### config.mk
export PLATFORM = sky130hd
export DESIGN_NAME = ltgc_top
export DESIGN_NICKNAME = d
export VERILOG_FILES = /design/src/ltgc_pkg.sv /design/src/ltgc_top.sv
export SDC_FILE = /design/constraint.sdc
export NUM_CORES = 1
export LEC_CHECK = 0
export ABC_AREA = 1
export BUFFER_PORTS_ARGS = -buffer_cell sky130_fd_sc_hd__buf_2
export CAP_MARGIN = 5
export CELL_PAD_IN_SITES_DETAIL_PLACEMENT = 1
export CELL_PAD_IN_SITES_GLOBAL_PLACEMENT = 2
export CORE_MARGIN = 5
export CORE_UTILIZATION = 35
export CTS_CLUSTER_DIAMETER = 200
export DETAILED_ROUTE_END_ITERATION = 6
export GPL_TIMING_DRIVEN = 0
export PLACE_DENSITY_LB_ADDON = 0.1
export REMOVE_ABC_BUFFERS = 1
export SYNTH_ARGS = -nofsm -noshare
export SYNTH_HDL_FRONTEND = slang
export SYNTH_SLANG_ARGS = --single-unit
export TNS_END_PERCENT = 10
### constraint.sdc
create_clock -name mclk -period 18.55 [get_ports mclk]
set_input_delay 1.855 -clock mclk [delete_from_list [all_inputs] [get_ports mclk]]
set_output_delay 1.855 -clock mclk [all_outputs]
set_load 0.05 [all_outputs]
### src/ltgc_pkg.sv
// shared constants, types and field helpers for the lane traffic generator and checker
package ltgc_pkg;
   // sample word layout
   localparam int WORD_W = 64;
   localparam int ID_W = 5;
   localparam int BC_W = 27;
   localparam int WC_W = 32;
   localparam int ID_LO = 59;
   localparam int BC_LO = 32;
   localparam int WC_LO = 0;
   // values after reset, and the saturation limit of the error counters
   localparam logic [BC_W-1:0] BCNT_RST = 27'h0000001;
   localparam logic [WC_W-1:0] WCNT_RST = 32'h00000001;
   localparam logic [15:0] ERRCNT_MAX = 16'hFFFF;
   // wishbone byte addresses
   localparam logic [7:0] ADR_CTRL = 8'h00;
   localparam logic [7:0] ADR_STATUS = 8'h04;
   localparam logic [7:0] ADR_SWAP_CNT = 8'h08;
   localparam logic [7:0] ADR_SEQ_CNT = 8'h0C;
   localparam logic [7:0] ADR_ALIGN_CNT = 8'h10;
   localparam logic [7:0] ADR_GEN_WORDS = 8'h14;
   localparam logic [7:0] ADR_IRQ_STATUS = 8'h18;
   localparam logic [7:0] ADR_IRQ_CLEAR = 8'h1C;
   localparam logic [7:0] ADR_IRQ_ENABLE = 8'h20;
   // control register, bit 0 is gen_en
   typedef struct packed {
      logic usr_rst;
      logic snk_rst;
      logic src_rst;
      logic cont_mode;
      logic crc_ins;
      logic chk_en;
      logic gen_en;
   } ltgc_ctrl_s;
   localparam int CTRL_W = 7;
   localparam ltgc_ctrl_s CTRL_RST = 7'h00;
   // checker events, bit 0 is lane swap
   typedef struct packed {
      logic align;
      logic seq;
      logic swap;
   } ltgc_evt_s;
   localparam int EVT_W = 3;
   typedef enum logic {GEN_IDLE, GEN_RUN} ltgc_gen_e;

   function automatic logic [ID_W-1:0] word_id(input logic [WORD_W-1:0] w);
      return w[ID_LO +: ID_W];
   endfunction : word_id

   function automatic logic [BC_W-1:0] word_bcnt(input logic [WORD_W-1:0] w);
      return w[BC_LO +: BC_W];
   endfunction : word_bcnt

   function automatic logic [WC_W-1:0] word_wcnt(input logic [WORD_W-1:0] w);
      return w[WC_LO +: WC_W];
   endfunction : word_wcnt

   function automatic logic [15:0] sat_inc(input logic [15:0] c);
      return (c == ERRCNT_MAX) ? c : c + 16'h0001;
   endfunction : sat_inc
endpackage : ltgc_pkg

### src/ltgc_top.sv
// lane traffic generator, traffic checker and their management registers
//
// The implementer's own choices: register access over Wishbone and the placing of the registers.
`timescale 1ns/10ps
module ltgc_top #(
   parameter int LANES = 2,
   parameter int BURST_LEN = 16
) (
   // clock and reset
   input wire logic mclk,
   input wire logic rst,
   // wishbone slave
   input wire logic wb_cyc_i,
   input wire logic wb_stb_i,
   input wire logic wb_we_i,
   input wire logic [7:0] wb_adr_i,
   input wire logic [3:0] wb_sel_i,
   input wire logic [31:0] wb_dat_i,
   output logic [31:0] wb_dat_o,
   output logic wb_ack_o,
   // source user interface
   output logic src_valid,
   output logic [LANES*ltgc_pkg::WORD_W-1:0] src_data,
   output logic burst_begin_flag,
   input wire logic src_ready,
   input wire logic src_link_up,
   // sink user interface
   input wire logic snk_valid,
   input wire logic [LANES*ltgc_pkg::WORD_W-1:0] snk_data,
   input wire logic snk_burst_begin_flag,
   input wire logic snk_link_up,
   // management outputs
   output logic src_core_reset_n,
   output logic snk_core_reset_n,
   output logic usr_core_reset_n,
   output logic [LANES-1:0] crc_inject_lanes,
   output ltgc_pkg::ltgc_evt_s chk_err,
   output logic irq
);
   typedef struct packed {
      ltgc_pkg::ltgc_gen_e gst;
      logic src_valid;
      logic src_bb;
      logic [LANES*ltgc_pkg::WORD_W-1:0] src_data;
      logic [ltgc_pkg::BC_W-1:0] bcnt;
      logic [ltgc_pkg::WC_W-1:0] wcnt;
      logic [15:0] beat;
      logic bstarted;
      logic prev_ok;
      logic [ltgc_pkg::BC_W-1:0] prev_bcnt;
      logic [ltgc_pkg::WC_W-1:0] prev_wcnt;
      logic [15:0] swap_cnt;
      logic [15:0] seq_cnt;
      logic [15:0] align_cnt;
      ltgc_pkg::ltgc_evt_s chk_err;
      ltgc_pkg::ltgc_ctrl_s ctrl;
      logic [ltgc_pkg::EVT_W-1:0] irq_st;
      logic [ltgc_pkg::EVT_W-1:0] irq_en;
      logic irq;
      logic ack;
      logic [31:0] rdat;
      logic src_rst_n;
      logic snk_rst_n;
      logic usr_rst_n;
      logic [LANES-1:0] crc_lanes;
   } ltgc_state_s;

   ltgc_state_s s_r;
   ltgc_state_s s_nxt;
   logic gen_id_ok;
   logic chk_id_ok;
   logic chk_align_ok;
   logic [ltgc_pkg::WORD_W-1:0] w0;
   assign w0 = snk_data[ltgc_pkg::WORD_W-1:0];

   // lane checks shared by the checker and its assertions
   always_comb begin
      gen_id_ok = 1'b1;
      chk_id_ok = 1'b1;
      chk_align_ok = 1'b1;
      for (int i = 0; i < LANES; i++) begin
         if (ltgc_pkg::word_id(s_r.src_data[i*ltgc_pkg::WORD_W +: ltgc_pkg::WORD_W]) != ltgc_pkg::ID_W'(i)) begin
            gen_id_ok = 1'b0;
         end
         if (ltgc_pkg::word_id(snk_data[i*ltgc_pkg::WORD_W +: ltgc_pkg::WORD_W]) != ltgc_pkg::ID_W'(i)) begin
            chk_id_ok = 1'b0;
         end
         if (i > 0) begin
            if (ltgc_pkg::word_wcnt(snk_data[i*ltgc_pkg::WORD_W +: ltgc_pkg::WORD_W]) !=
                ltgc_pkg::word_wcnt(snk_data[(i-1)*ltgc_pkg::WORD_W +: ltgc_pkg::WORD_W]) ||
                ltgc_pkg::word_bcnt(snk_data[i*ltgc_pkg::WORD_W +: ltgc_pkg::WORD_W]) !=
                ltgc_pkg::word_bcnt(snk_data[(i-1)*ltgc_pkg::WORD_W +: ltgc_pkg::WORD_W])) begin
               chk_align_ok = 1'b0;
            end
         end
      end
   end

   always_comb begin
      logic bus_req;
      logic wr;
      logic accept;
      logic first;
      logic [ltgc_pkg::BC_W-1:0] bc;
      ltgc_pkg::ltgc_evt_s evt;
      logic [ltgc_pkg::EVT_W-1:0] clr;
      bus_req = wb_cyc_i & wb_stb_i;
      wr = 1'b0;
      accept = 1'b0;
      first = 1'b0;
      bc = s_r.bcnt;
      evt = '0;
      clr = '0;
      s_nxt = s_r;

      // wishbone: ack one cycle after the request, write lands at the edge that samples ack
      s_nxt.ack = bus_req & ~s_r.ack;
      wr = bus_req & wb_we_i & s_r.ack & wb_sel_i[0];
      if (bus_req & ~s_r.ack) begin
         case (wb_adr_i)
            ltgc_pkg::ADR_CTRL: s_nxt.rdat = 32'(s_r.ctrl);
            ltgc_pkg::ADR_STATUS: s_nxt.rdat = {28'h0000000, s_r.prev_ok, s_r.src_valid, snk_link_up, src_link_up};
            ltgc_pkg::ADR_SWAP_CNT: s_nxt.rdat = {16'h0000, s_r.swap_cnt};
            ltgc_pkg::ADR_SEQ_CNT: s_nxt.rdat = {16'h0000, s_r.seq_cnt};
            ltgc_pkg::ADR_ALIGN_CNT: s_nxt.rdat = {16'h0000, s_r.align_cnt};
            ltgc_pkg::ADR_GEN_WORDS: s_nxt.rdat = s_r.wcnt;
            ltgc_pkg::ADR_IRQ_STATUS: s_nxt.rdat = 32'(s_r.irq_st);
            ltgc_pkg::ADR_IRQ_ENABLE: s_nxt.rdat = 32'(s_r.irq_en);
            default: s_nxt.rdat = 32'h00000000;
         endcase
      end
      if (wr) begin
         case (wb_adr_i)
            ltgc_pkg::ADR_CTRL: s_nxt.ctrl = wb_dat_i[ltgc_pkg::CTRL_W-1:0];
            ltgc_pkg::ADR_IRQ_CLEAR: clr = wb_dat_i[ltgc_pkg::EVT_W-1:0];
            ltgc_pkg::ADR_IRQ_ENABLE: s_nxt.irq_en = wb_dat_i[ltgc_pkg::EVT_W-1:0];
            default: ;
         endcase
      end

      // derived resets and lane 0 crc insertion
      s_nxt.src_rst_n = ~s_r.ctrl.src_rst;
      s_nxt.snk_rst_n = ~s_r.ctrl.snk_rst;
      s_nxt.usr_rst_n = ~s_r.ctrl.usr_rst;
      s_nxt.crc_lanes = LANES'(s_r.ctrl.crc_ins);

      // generator
      accept = s_r.src_valid & src_ready;
      if (!s_r.src_rst_n) begin
         // only the management reset clears the generator
         s_nxt.gst = ltgc_pkg::GEN_IDLE;
         s_nxt.src_valid = 1'b0;
         s_nxt.src_bb = 1'b0;
         s_nxt.bcnt = ltgc_pkg::BCNT_RST;
         s_nxt.wcnt = ltgc_pkg::WCNT_RST;
         s_nxt.beat = 16'h0000;
         s_nxt.bstarted = 1'b0;
      end else begin
         case (s_r.gst)
            ltgc_pkg::GEN_IDLE: if (s_r.ctrl.gen_en) s_nxt.gst = ltgc_pkg::GEN_RUN;
            ltgc_pkg::GEN_RUN: if (!s_r.ctrl.gen_en) s_nxt.gst = ltgc_pkg::GEN_IDLE;
            default: s_nxt.gst = ltgc_pkg::GEN_IDLE;
         endcase
         // a presented word is held until taken, so counts follow accepted words
         if (!s_r.src_valid || accept) begin
            if (s_r.gst == ltgc_pkg::GEN_RUN && s_r.ctrl.gen_en) begin
               first = (s_r.beat == 16'h0000);
               if (first && s_r.bstarted && !s_r.ctrl.cont_mode) begin
                  bc = s_r.bcnt + 27'h0000001;
               end
               for (int i = 0; i < LANES; i++) begin
                  s_nxt.src_data[i*ltgc_pkg::WORD_W +: ltgc_pkg::WORD_W] = {ltgc_pkg::ID_W'(i), bc, s_r.wcnt};
               end
               s_nxt.src_valid = 1'b1;
               s_nxt.src_bb = s_r.ctrl.cont_mode ? !s_r.bstarted : first;
               s_nxt.bcnt = bc;
               s_nxt.wcnt = s_r.wcnt + 32'h00000001;
               s_nxt.bstarted = 1'b1;
               if (s_r.ctrl.cont_mode || s_r.beat == 16'(BURST_LEN - 1)) begin
                  s_nxt.beat = 16'h0000;
               end else begin
                  s_nxt.beat = s_r.beat + 16'h0001;
               end
            end else begin
               s_nxt.src_valid = 1'b0;
               s_nxt.src_bb = 1'b0;
            end
         end
      end

      // checker
      if (!s_r.snk_rst_n) begin
         s_nxt.prev_ok = 1'b0;
         s_nxt.prev_bcnt = '0;
         s_nxt.prev_wcnt = '0;
      end else if (s_r.ctrl.chk_en && snk_valid) begin
         evt.swap = ~chk_id_ok;
         evt.align = ~chk_align_ok;
         if (s_r.prev_ok) begin
            if (ltgc_pkg::word_wcnt(w0) <= s_r.prev_wcnt) begin
               evt.seq = 1'b1;
            end
            if (snk_burst_begin_flag && ltgc_pkg::word_bcnt(w0) <= s_r.prev_bcnt) begin
               evt.seq = 1'b1;
            end
            if (!snk_burst_begin_flag && ltgc_pkg::word_bcnt(w0) != s_r.prev_bcnt) begin
               evt.seq = 1'b1;
            end
         end
         s_nxt.prev_ok = 1'b1;
         s_nxt.prev_bcnt = ltgc_pkg::word_bcnt(w0);
         s_nxt.prev_wcnt = ltgc_pkg::word_wcnt(w0);
      end
      s_nxt.chk_err = evt;

      // error counters: a write clears, a same-cycle error still counts
      if (wr && wb_adr_i == ltgc_pkg::ADR_SWAP_CNT) s_nxt.swap_cnt = 16'h0000;
      if (wr && wb_adr_i == ltgc_pkg::ADR_SEQ_CNT) s_nxt.seq_cnt = 16'h0000;
      if (wr && wb_adr_i == ltgc_pkg::ADR_ALIGN_CNT) s_nxt.align_cnt = 16'h0000;
      if (evt.swap) s_nxt.swap_cnt = ltgc_pkg::sat_inc(s_nxt.swap_cnt);
      if (evt.seq) s_nxt.seq_cnt = ltgc_pkg::sat_inc(s_nxt.seq_cnt);
      if (evt.align) s_nxt.align_cnt = ltgc_pkg::sat_inc(s_nxt.align_cnt);

      // sticky status, set wins over clear
      s_nxt.irq_st = (s_r.irq_st & ~clr) | evt;
      s_nxt.irq = |(s_nxt.irq_st & s_nxt.irq_en);
   end

   // rst stands in for the master reset; all derived resets are asserted under it
   always_ff @(posedge mclk or posedge rst) begin
      if (rst) begin
         s_r <= '{gst: ltgc_pkg::GEN_IDLE, bcnt: ltgc_pkg::BCNT_RST, wcnt: ltgc_pkg::WCNT_RST,
                  ctrl: ltgc_pkg::CTRL_RST, default: '0};
      end else begin
         s_r <= s_nxt;
      end
   end

   assign wb_dat_o = s_r.rdat;
   assign wb_ack_o = s_r.ack;
   assign src_valid = s_r.src_valid;
   assign src_data = s_r.src_data;
   assign burst_begin_flag = s_r.src_bb;
   assign src_core_reset_n = s_r.src_rst_n;
   assign snk_core_reset_n = s_r.snk_rst_n;
   assign usr_core_reset_n = s_r.usr_rst_n;
   assign crc_inject_lanes = s_r.crc_lanes;
   assign chk_err = s_r.chk_err;
   assign irq = s_r.irq;
endmodule : ltgc_top

==> impl_metrics.yaml, run 1 <==
die:
  initial_core_util_pct: 35.2
  dieWidth_microns: 239
  coreArea_sq_mm: 0.0523
  std_cell_rows: 84
  fp.dieArea_sq_mm: 0.0573
  die_h_microns: 239
  ios: 354
logic_synthesis:
  synth_seq_cells: 301
  yosysUniqueCellTypes: 54
  syn_area_sq_mm: 0.0184
  synth-async-reset-ratio_pct: 100
  ys_seq_area_share_pct: 40.9
  ys_warn_count: 0
  synth_edf_count: 0
  syn_inst: 2400
  synth_area_per_cell_sq_um: 7.67
  synthFlopType: "dfrtp_1"
detailed_routing:
  drt_iter0_markers: 583
  wl_per_cell_microns: 17.9
  drc_errors: 0
  avgViaCountPerCell: 4.93
  wl_met3_microns: 1930
  num_vias: 16094
  drtAntennaViolNets: 0
  first_pass_iters: 5
  top_layer_used: "met4"
  wirelength_microns: 58500
  drt-met1-wl_microns: 26800
  met2_length_microns: 28700
worst_setup_path:
  worst-path-buf-inv: 5
  crit_path_start_kind: "input port"
  crit_chain: "buf_2 > nand2_1 > nand2_2 > buf_12 > nand2_1 > inv_2 > o21ai_1 > inv_1 > nand2_1 > nor2_2 > nand3_1 > nand2_1 > inv_1"
  worstPathRequired_ps: 18990
  cpPeakStageDelay_ps: 690
  critPathTopFamily: "buffers and inverters"
  endpoint_kind: "register"
  crit_type: "in2reg"
  crit_arrival_ps: 5250
  crit_top_cell: "nand2_1"
  cp_max_fo: 46
  critPathSlowestCell: "inv_1"
  r2r_slack_ps: 14670
global_routing:
  grt_pass1_vias: 16665
  antenna_found_initial: 4
  grt_max_degree: 106
  grt_use_total_pct: 20.1
  grt_pass1_wl_microns: 92700
  grt-ovfl-total: 0
pwr:
  pwr-share-seq_pct: 42.6
  vdd_drop_max_mv: 0.0567
  p_switching_w: 0.000399
  intPower_w: 0.00117
  share_comb_of_total_power_pct: 7.9
  leakage_nw: 10.2
  cellPowerDensity_mw_per_mm2: 75.3
  power.share.clock_pct: 49.5
  power.switching_fraction_pct: 25.5
timing:
  slew_violations: 0
  fin_crit_ps: 4810
  max-slew-margin-rel_pct: 29.1
  max_freq_ghz: 0.208
  timing.final.ws_setup_ps: 13740
  rsz0062_at_grt: "no"
  finalCritPeriodShare_pct: 25.9
  setup_viol: 0
  finalHoldViolCount: 0
  holdWs_ps: 424
  tightest_slew_ps: 1060
  finalSetupTns_ps: 0
  clock_skew_ps: 15.1
finish:
  layout-drive-gt1-share_pct: 17.9
  final_area_sq_mm: 0.0208
  area_growth_pct: 13.0
  fin_util_pct: 39.8
  nets: 2791
clock_tree:
  clk_pin_slew_ps: 60
  clock-sinks: 301
  ctsHoldBuffers: 0
  cts.repair.resized: 0
  clockBufferDepth: 3
  clk_latency_ps: 550
  htreeDepth: 2
  cts_made_buffers: 39
  root_buffer: "clkbuf_16"
  post_cts_buffers: 0
  cts_tree: "done"
hold_path:
  hp-class: "reg2reg"
job:
  max-cap-violations: 0
placement:
  place_worst_setup_slack_ps: 13020
  place_area_sq_mm: 0.0195
  place_hpwl_microns: 44000
  io_buffers: 315
  gp_congestion: 0.818
outcome:
  status: "finished clean"
## power groups by stage
stage	Clock, W	Combinational (W)	Sequential [W]
3_5_place_dp	0	0.000127	0.000678
4_1_cts	0.000803	0.000128	0.000667
2_1_floorplan	0	0.0000517	0.000702
6_report	0.000776	0.000124	0.000667
5_1_grt	0.000829	0.000139	0.000667
3_3_place_gp	0	0.000122	0.000679
## stage by stage
| stage | std cells | power, W |
|---|---|---|
| after global routing | 3263 | 0.00163 |
| after floorplan | 2180 | 0.000754 |
| final | 3263 | 0.00157 |
| after CTS | 3259 | 0.00160 |
| after detailed placement | 3189 | 0.000805 |
| after global placement | 3183 | 0.000801 |
## state kept, by name, indices dropped and copies added (netlist names)
signal and cells:
src_valid 1, irq 1, src_core_reset_n 1, burst_begin_flag 1
chk_err 3, s_r 197, usr_core_reset_n 1, wb_dat_o 32
src_data 60, snk_core_reset_n 1, crc_inject_lanes 1, wb_ack_o 1
s_nxt 1
## layer usage
layer | global-route usage, % | vias to the layer above
li1 | - | 7909
met1 | 27.2 | 7894
met2 | 34.5 | 234
met3 | 2.36 | 57
met4 | 4.57 | 0
met5 | 0 | -
## placed cells by master, fill, tap and decap left out, types with 4 or more instances in the layout
cell and count:
a21oi_1 62, o31ai_1 17, ha_1 66, o22ai_1 17, inv_2 21, clkbuf_1 6, nor2_1 144, conb_1 10
nand2_1 638, dfrtp_1 299, nand3_1 152, buf_2 315, nand4_1 50, nor3_1 41, nor2_4 7, o21a_1 5
nand2_2 12, nor4_1 9, o2111ai_1 4, o211ai_1 16, o21ai_1 20, nand3_2 5, or2_2 5, nor2_2 10
clkbuf_8 9, o21ai_0 175, a221oi_1 12, xnor2_1 52, inv_1 258, clkbuf_16 41, clkinv_2 9, nand3b_1 4
xor2_1 35
## layout make-up
class,count,area (sq um)
clock inverter,14,128
inverter,282,1070
tap,688,861
clock buffer,56,1170
timing repair buffer,322,1730
antenna,3,7.51
multi-input combinational,1597,8320
sequential,301,7530
fill,6503,31500
## final timing paths
| path | startpoint | end | cells after the start |
|---|---|---|---|
| min reg2reg | s_r[51] | usr_core_reset_n | 1 |
| min | s_r[51] | usr_core_reset_n | 1 |
| max reg2reg | s_r[46] | s_r[101] | 12 |
| max | snk_valid | s_r[101] | 13 |
| min in group asynchronous | rst | s_r[130] | 2 |
| max in group asynchronous | rst | wb_dat_o[18] | 4 |
## synthesized netlist by cell type, drive strengths merged, types with 6 or more instances
cell	instances	area, sq um
nand2	652	2490
dfrtp	299	7480
inv	281	1050
o21ai	195	976
buf	184	1370
nor2	162	702
nand3	158	828
ha	66	826
a21oi	62	310
xnor2	52	455
nand4	51	325
clkbuf	45	169
nor3	44	235
xor2	35	307
o22ai	17	106
o31ai	17	128
o211ai	16	120
a221oi	12	105
nor4	9	56.3
or2	7	43.8
nand3b	6	52.6
## cells by family after synthesis
family	Yosys count	share of synthesized area, %
AOI/OAI and AO/OA	342	10.5
xor gates and xnor gates	87	4.14
adders and majority gates	66	4.48
buffers and inverters	511	14.1
DFF	301	40.9
muxes	1	0.0611
other	1	0.0204
and+or+nand+nor	1091	25.8
Power figures use the tool's default switching activity.
==> run 2, diff against run 1 <==
--- a/config.mk
+++ b/config.mk
@@ -5,13 +5,13 @@
 export SDC_FILE = /design/constraint.sdc
 export NUM_CORES = 1
 export LEC_CHECK = 0
-export ABC_AREA = 1
+export ABC_AREA = 0
 export BUFFER_PORTS_ARGS = -buffer_cell sky130_fd_sc_hd__buf_2
 export CAP_MARGIN = 5
 export CELL_PAD_IN_SITES_DETAIL_PLACEMENT = 1
 export CELL_PAD_IN_SITES_GLOBAL_PLACEMENT = 2
 export CORE_MARGIN = 5
-export CORE_UTILIZATION = 35
+export CORE_UTILIZATION = 34
 export CTS_CLUSTER_DIAMETER = 200
 export DETAILED_ROUTE_END_ITERATION = 6
 export GPL_TIMING_DRIVEN = 0
==> constraint.sdc (replaced) <==
create_clock -name mclk -period 4.6 [get_ports mclk]
set_input_delay 0.46 -clock mclk [delete_from_list [all_inputs] [get_ports mclk]]
set_output_delay 0.46 -clock mclk [all_outputs]
set_load 0.05 [all_outputs]
==> run 2 against run 1 <==
Clock power rose to 3.8 times the previous value; sequential share of layout area rose by 2.2 points; non-clock buffer count rose by 4; area after synthesis fell by 6.4%; flip-flop and latch count did not move; clock skew rose by 2.3 ps; first-iteration DRC count fell by 12%; global-route usage fell by 1.5 points; largest cell class unchanged.
==> impl_metrics.yaml, run 2 <==
outcome:
  status: "finished clean"
die:
  dieWidth_microns: 235
  ios: 354
  fp.dieArea_sq_mm: 0.0553
  die_h_microns: 235
  coreArea_sq_mm: 0.0502
  std_cell_rows: 82
  initial_core_util_pct: 34.4
logic_synthesis:
  synth_edf_count: 0
  syn_area_sq_mm: 0.0172
  synth_area_per_cell_sq_um: 9.68
  synth_top_area_cell: "dfrtp_1"
  synthTopCellsByArea: "dfrtp_1 (43%), buf_4 (7.3%), xnor2_1 (5.9%)"
  yosysUniqueCellTypes: 69
  yosysMostFrequentCell: "dfrtp_1"
  yosys-top-cells-count: "dfrtp_1 (299), nand2_1 (187), buf_4 (168), xnor2_1 (116), o21ai_0 (89)"
  ys_seq_area_share_pct: 43.7
  synth_seq_cells: 301
  syn_inst: 1782
  synth-async-reset-ratio_pct: 100
  synthFlopType: "dfrtp_1"
  synth_top_area_share_pct: 43.4
  ys_warn_count: 0
finish:
  largest_reg_flops: 197
  fillers: 5741
  nets: 2173
  top_register: "s_r"
  area_growth_pct: 13.9
  layout-drive-gt1-share_pct: 23.2
  fin_util_pct: 39.2
  final_cell_mix: "buf_2 (315), dfrtp_1 (298), nand2_1 (186)"
  mostFrequentLayoutCell: "buf_2"
  final_area_sq_mm: 0.0196
clock_tree:
  clockBufferDepth: 3
  cts.repair.resized: 0
  cts_tree: "done"
  cts_made_buffers: 39
  ctsHoldBuffers: 0
  clk_pin_slew_ps: 60
  clk_latency_ps: 560
  htreeDepth: 2
  root_buffer: "clkbuf_16"
  post_cts_buffers: 0
  clock-sinks: 301
detailed_routing:
  wl_per_cell_microns: 19.9
  avgViaCountPerCell: 5.01
  drtAntennaViolNets: 0
  num_vias: 13161
  first_pass_iters: 5
  drt_iter0_markers: 512
  wirelength_microns: 52300
  drc_errors: 0
timing:
  max-slew-margin-rel_pct: 19.1
  max_freq_ghz: 0.277
  rsz0062_at_grt: "no"
  holdWs_ps: 8.71
  fin_crit_ps: 3610
  clock_skew_ps: 17.4
  setup_viol: 0
  finalCritPeriodShare_pct: 78.4
  slew_violations: 0
  finalHoldViolCount: 0
  tightest_slew_ps: 1210
global_routing:
  grt_max_degree: 117
  grt_use_total_pct: 18.5
  antenna_found_initial: 6
  grt_pass1_vias: 13897
  grt-ovfl-total: 0
  grt_pass1_wl_microns: 82800
worst_setup_path:
  cp_max_fo: 18
  worstPathRequired_ps: 5070
  crit_arrival_ps: 4080
  crit_type: "in2reg"
  endpoint_kind: "register"
  crit_path_start_kind: "input port"
placement:
  io_buffers: 315
  place_area_sq_mm: 0.0184
  place_hpwl_microns: 38600
  gp_congestion: 0.795
job:
  max-cap-violations: 0
pwr:
  leakage_nw: 9.31
  vdd_drop_max_mv: 0.278
  cellPowerDensity_mw_per_mm2: 306
hold_path:
  hp-class: "in2async"
==> run 2: cell types whose count changed after synthesis, sizes merged, moves of 22 or more <==
cell,change
a22o,+58
and3,+28
o21ai,-102
nor3,-27
xnor2,+64
nand2,-465
nand3,-77
inv,-196
or3,+22
and2,+54
mux2,+38
nor2,-89
==> run 2: final cells by class <==
type,count,area (sq um),area share (%)
Sequential cell,301,7540,38.4
Timing Repair Buffer,326,1780,9.04
Clock buffer,58,1160,5.89
Antenna cell,2,5.00,0.0255
Tap cell,672,841,4.28
Clock inverter,11,77.6,0.395
Multi-Input combinational cell,1171,7920,40.3
Inverter,86,330,1.68
==> run 2: final timing paths <==
check | startpoint | endpoint | slack, ps | cells past startpoint
max in group asynchronous | rst | s_r[208] | 3040 | 4
worst min register to register | src_data[123] | src_data[123] | 460 | 1
worst min-delay path | rst | s_r[148] | 9 | 2
worst max register to register | wb_ack_o | s_r[72] | 1140 | 11
min in group mclk | wb_dat_i[6] | s_r[51] | 130 | 2
worst max-delay path | wb_adr_i[5] | s_r[74] | 990 | 12
==> run 2: cells by family after synthesis <==
kind of cell             Yosys count  share of synthesized area (%)
AND/OR/NAND/NOR                  595                           18.0
buffers and inverters            319                           10.8
flip-flops                       301                           43.7
AO/OA/AOI/OAI                    297                           11.8
XOR/XNOR                         160                           8.13
adder cells (fa/ha/maj)           66                           4.79
multiplexers                      43                           2.78
other                              1                         0.0217
==> run 2: through the flow <==
| stage | setup TNS [ps] | total power (W) | std cells | worst slack, ps |
|---|---|---|---|---|
| 5_1_grt | 0 | 0.00628 | 2625 | 689 |
| 6_report | 0 | 0.00601 | 2627 | 994 |
| 4_1_cts | 0 | 0.00614 | 2625 | 1030 |
| 3_3_place_gp | -2705470 | 0.00308 | 2545 | -8550 |
| 3_5_place_dp | 0 | 0.00309 | 2556 | 436 |
| 2_1_floorplan | -1251700 | 0.00290 | 1558 | -4170 |
==> run 2: metal layers <==
layer	up-vias	track usage (%)	wire, microns
met2	218	29.9	24300
met3	56	3.13	2460
met4	4	3.84	758
li1	6330	-	-
met5	-	0	23
met1	6553	26.4	24700
==> run 2: where the power goes <==
group	internal [W]	switching (W)
clock network	0.00175	0.00123
logic	0.000136	0.000236
registers	0.00266	0.00000531
total	0.00454	0.00147
==> run 2: critical path: stages <==
cell,delay (ps)
buf_2,130
nor4_2,450
and3_1,710
nand2_1,510
and2_1,340
ha_1,230
nand3_1,120
nor2_1,120
nand3_2,120
nor2_1,200
or4_1,520
a21oi_1,170
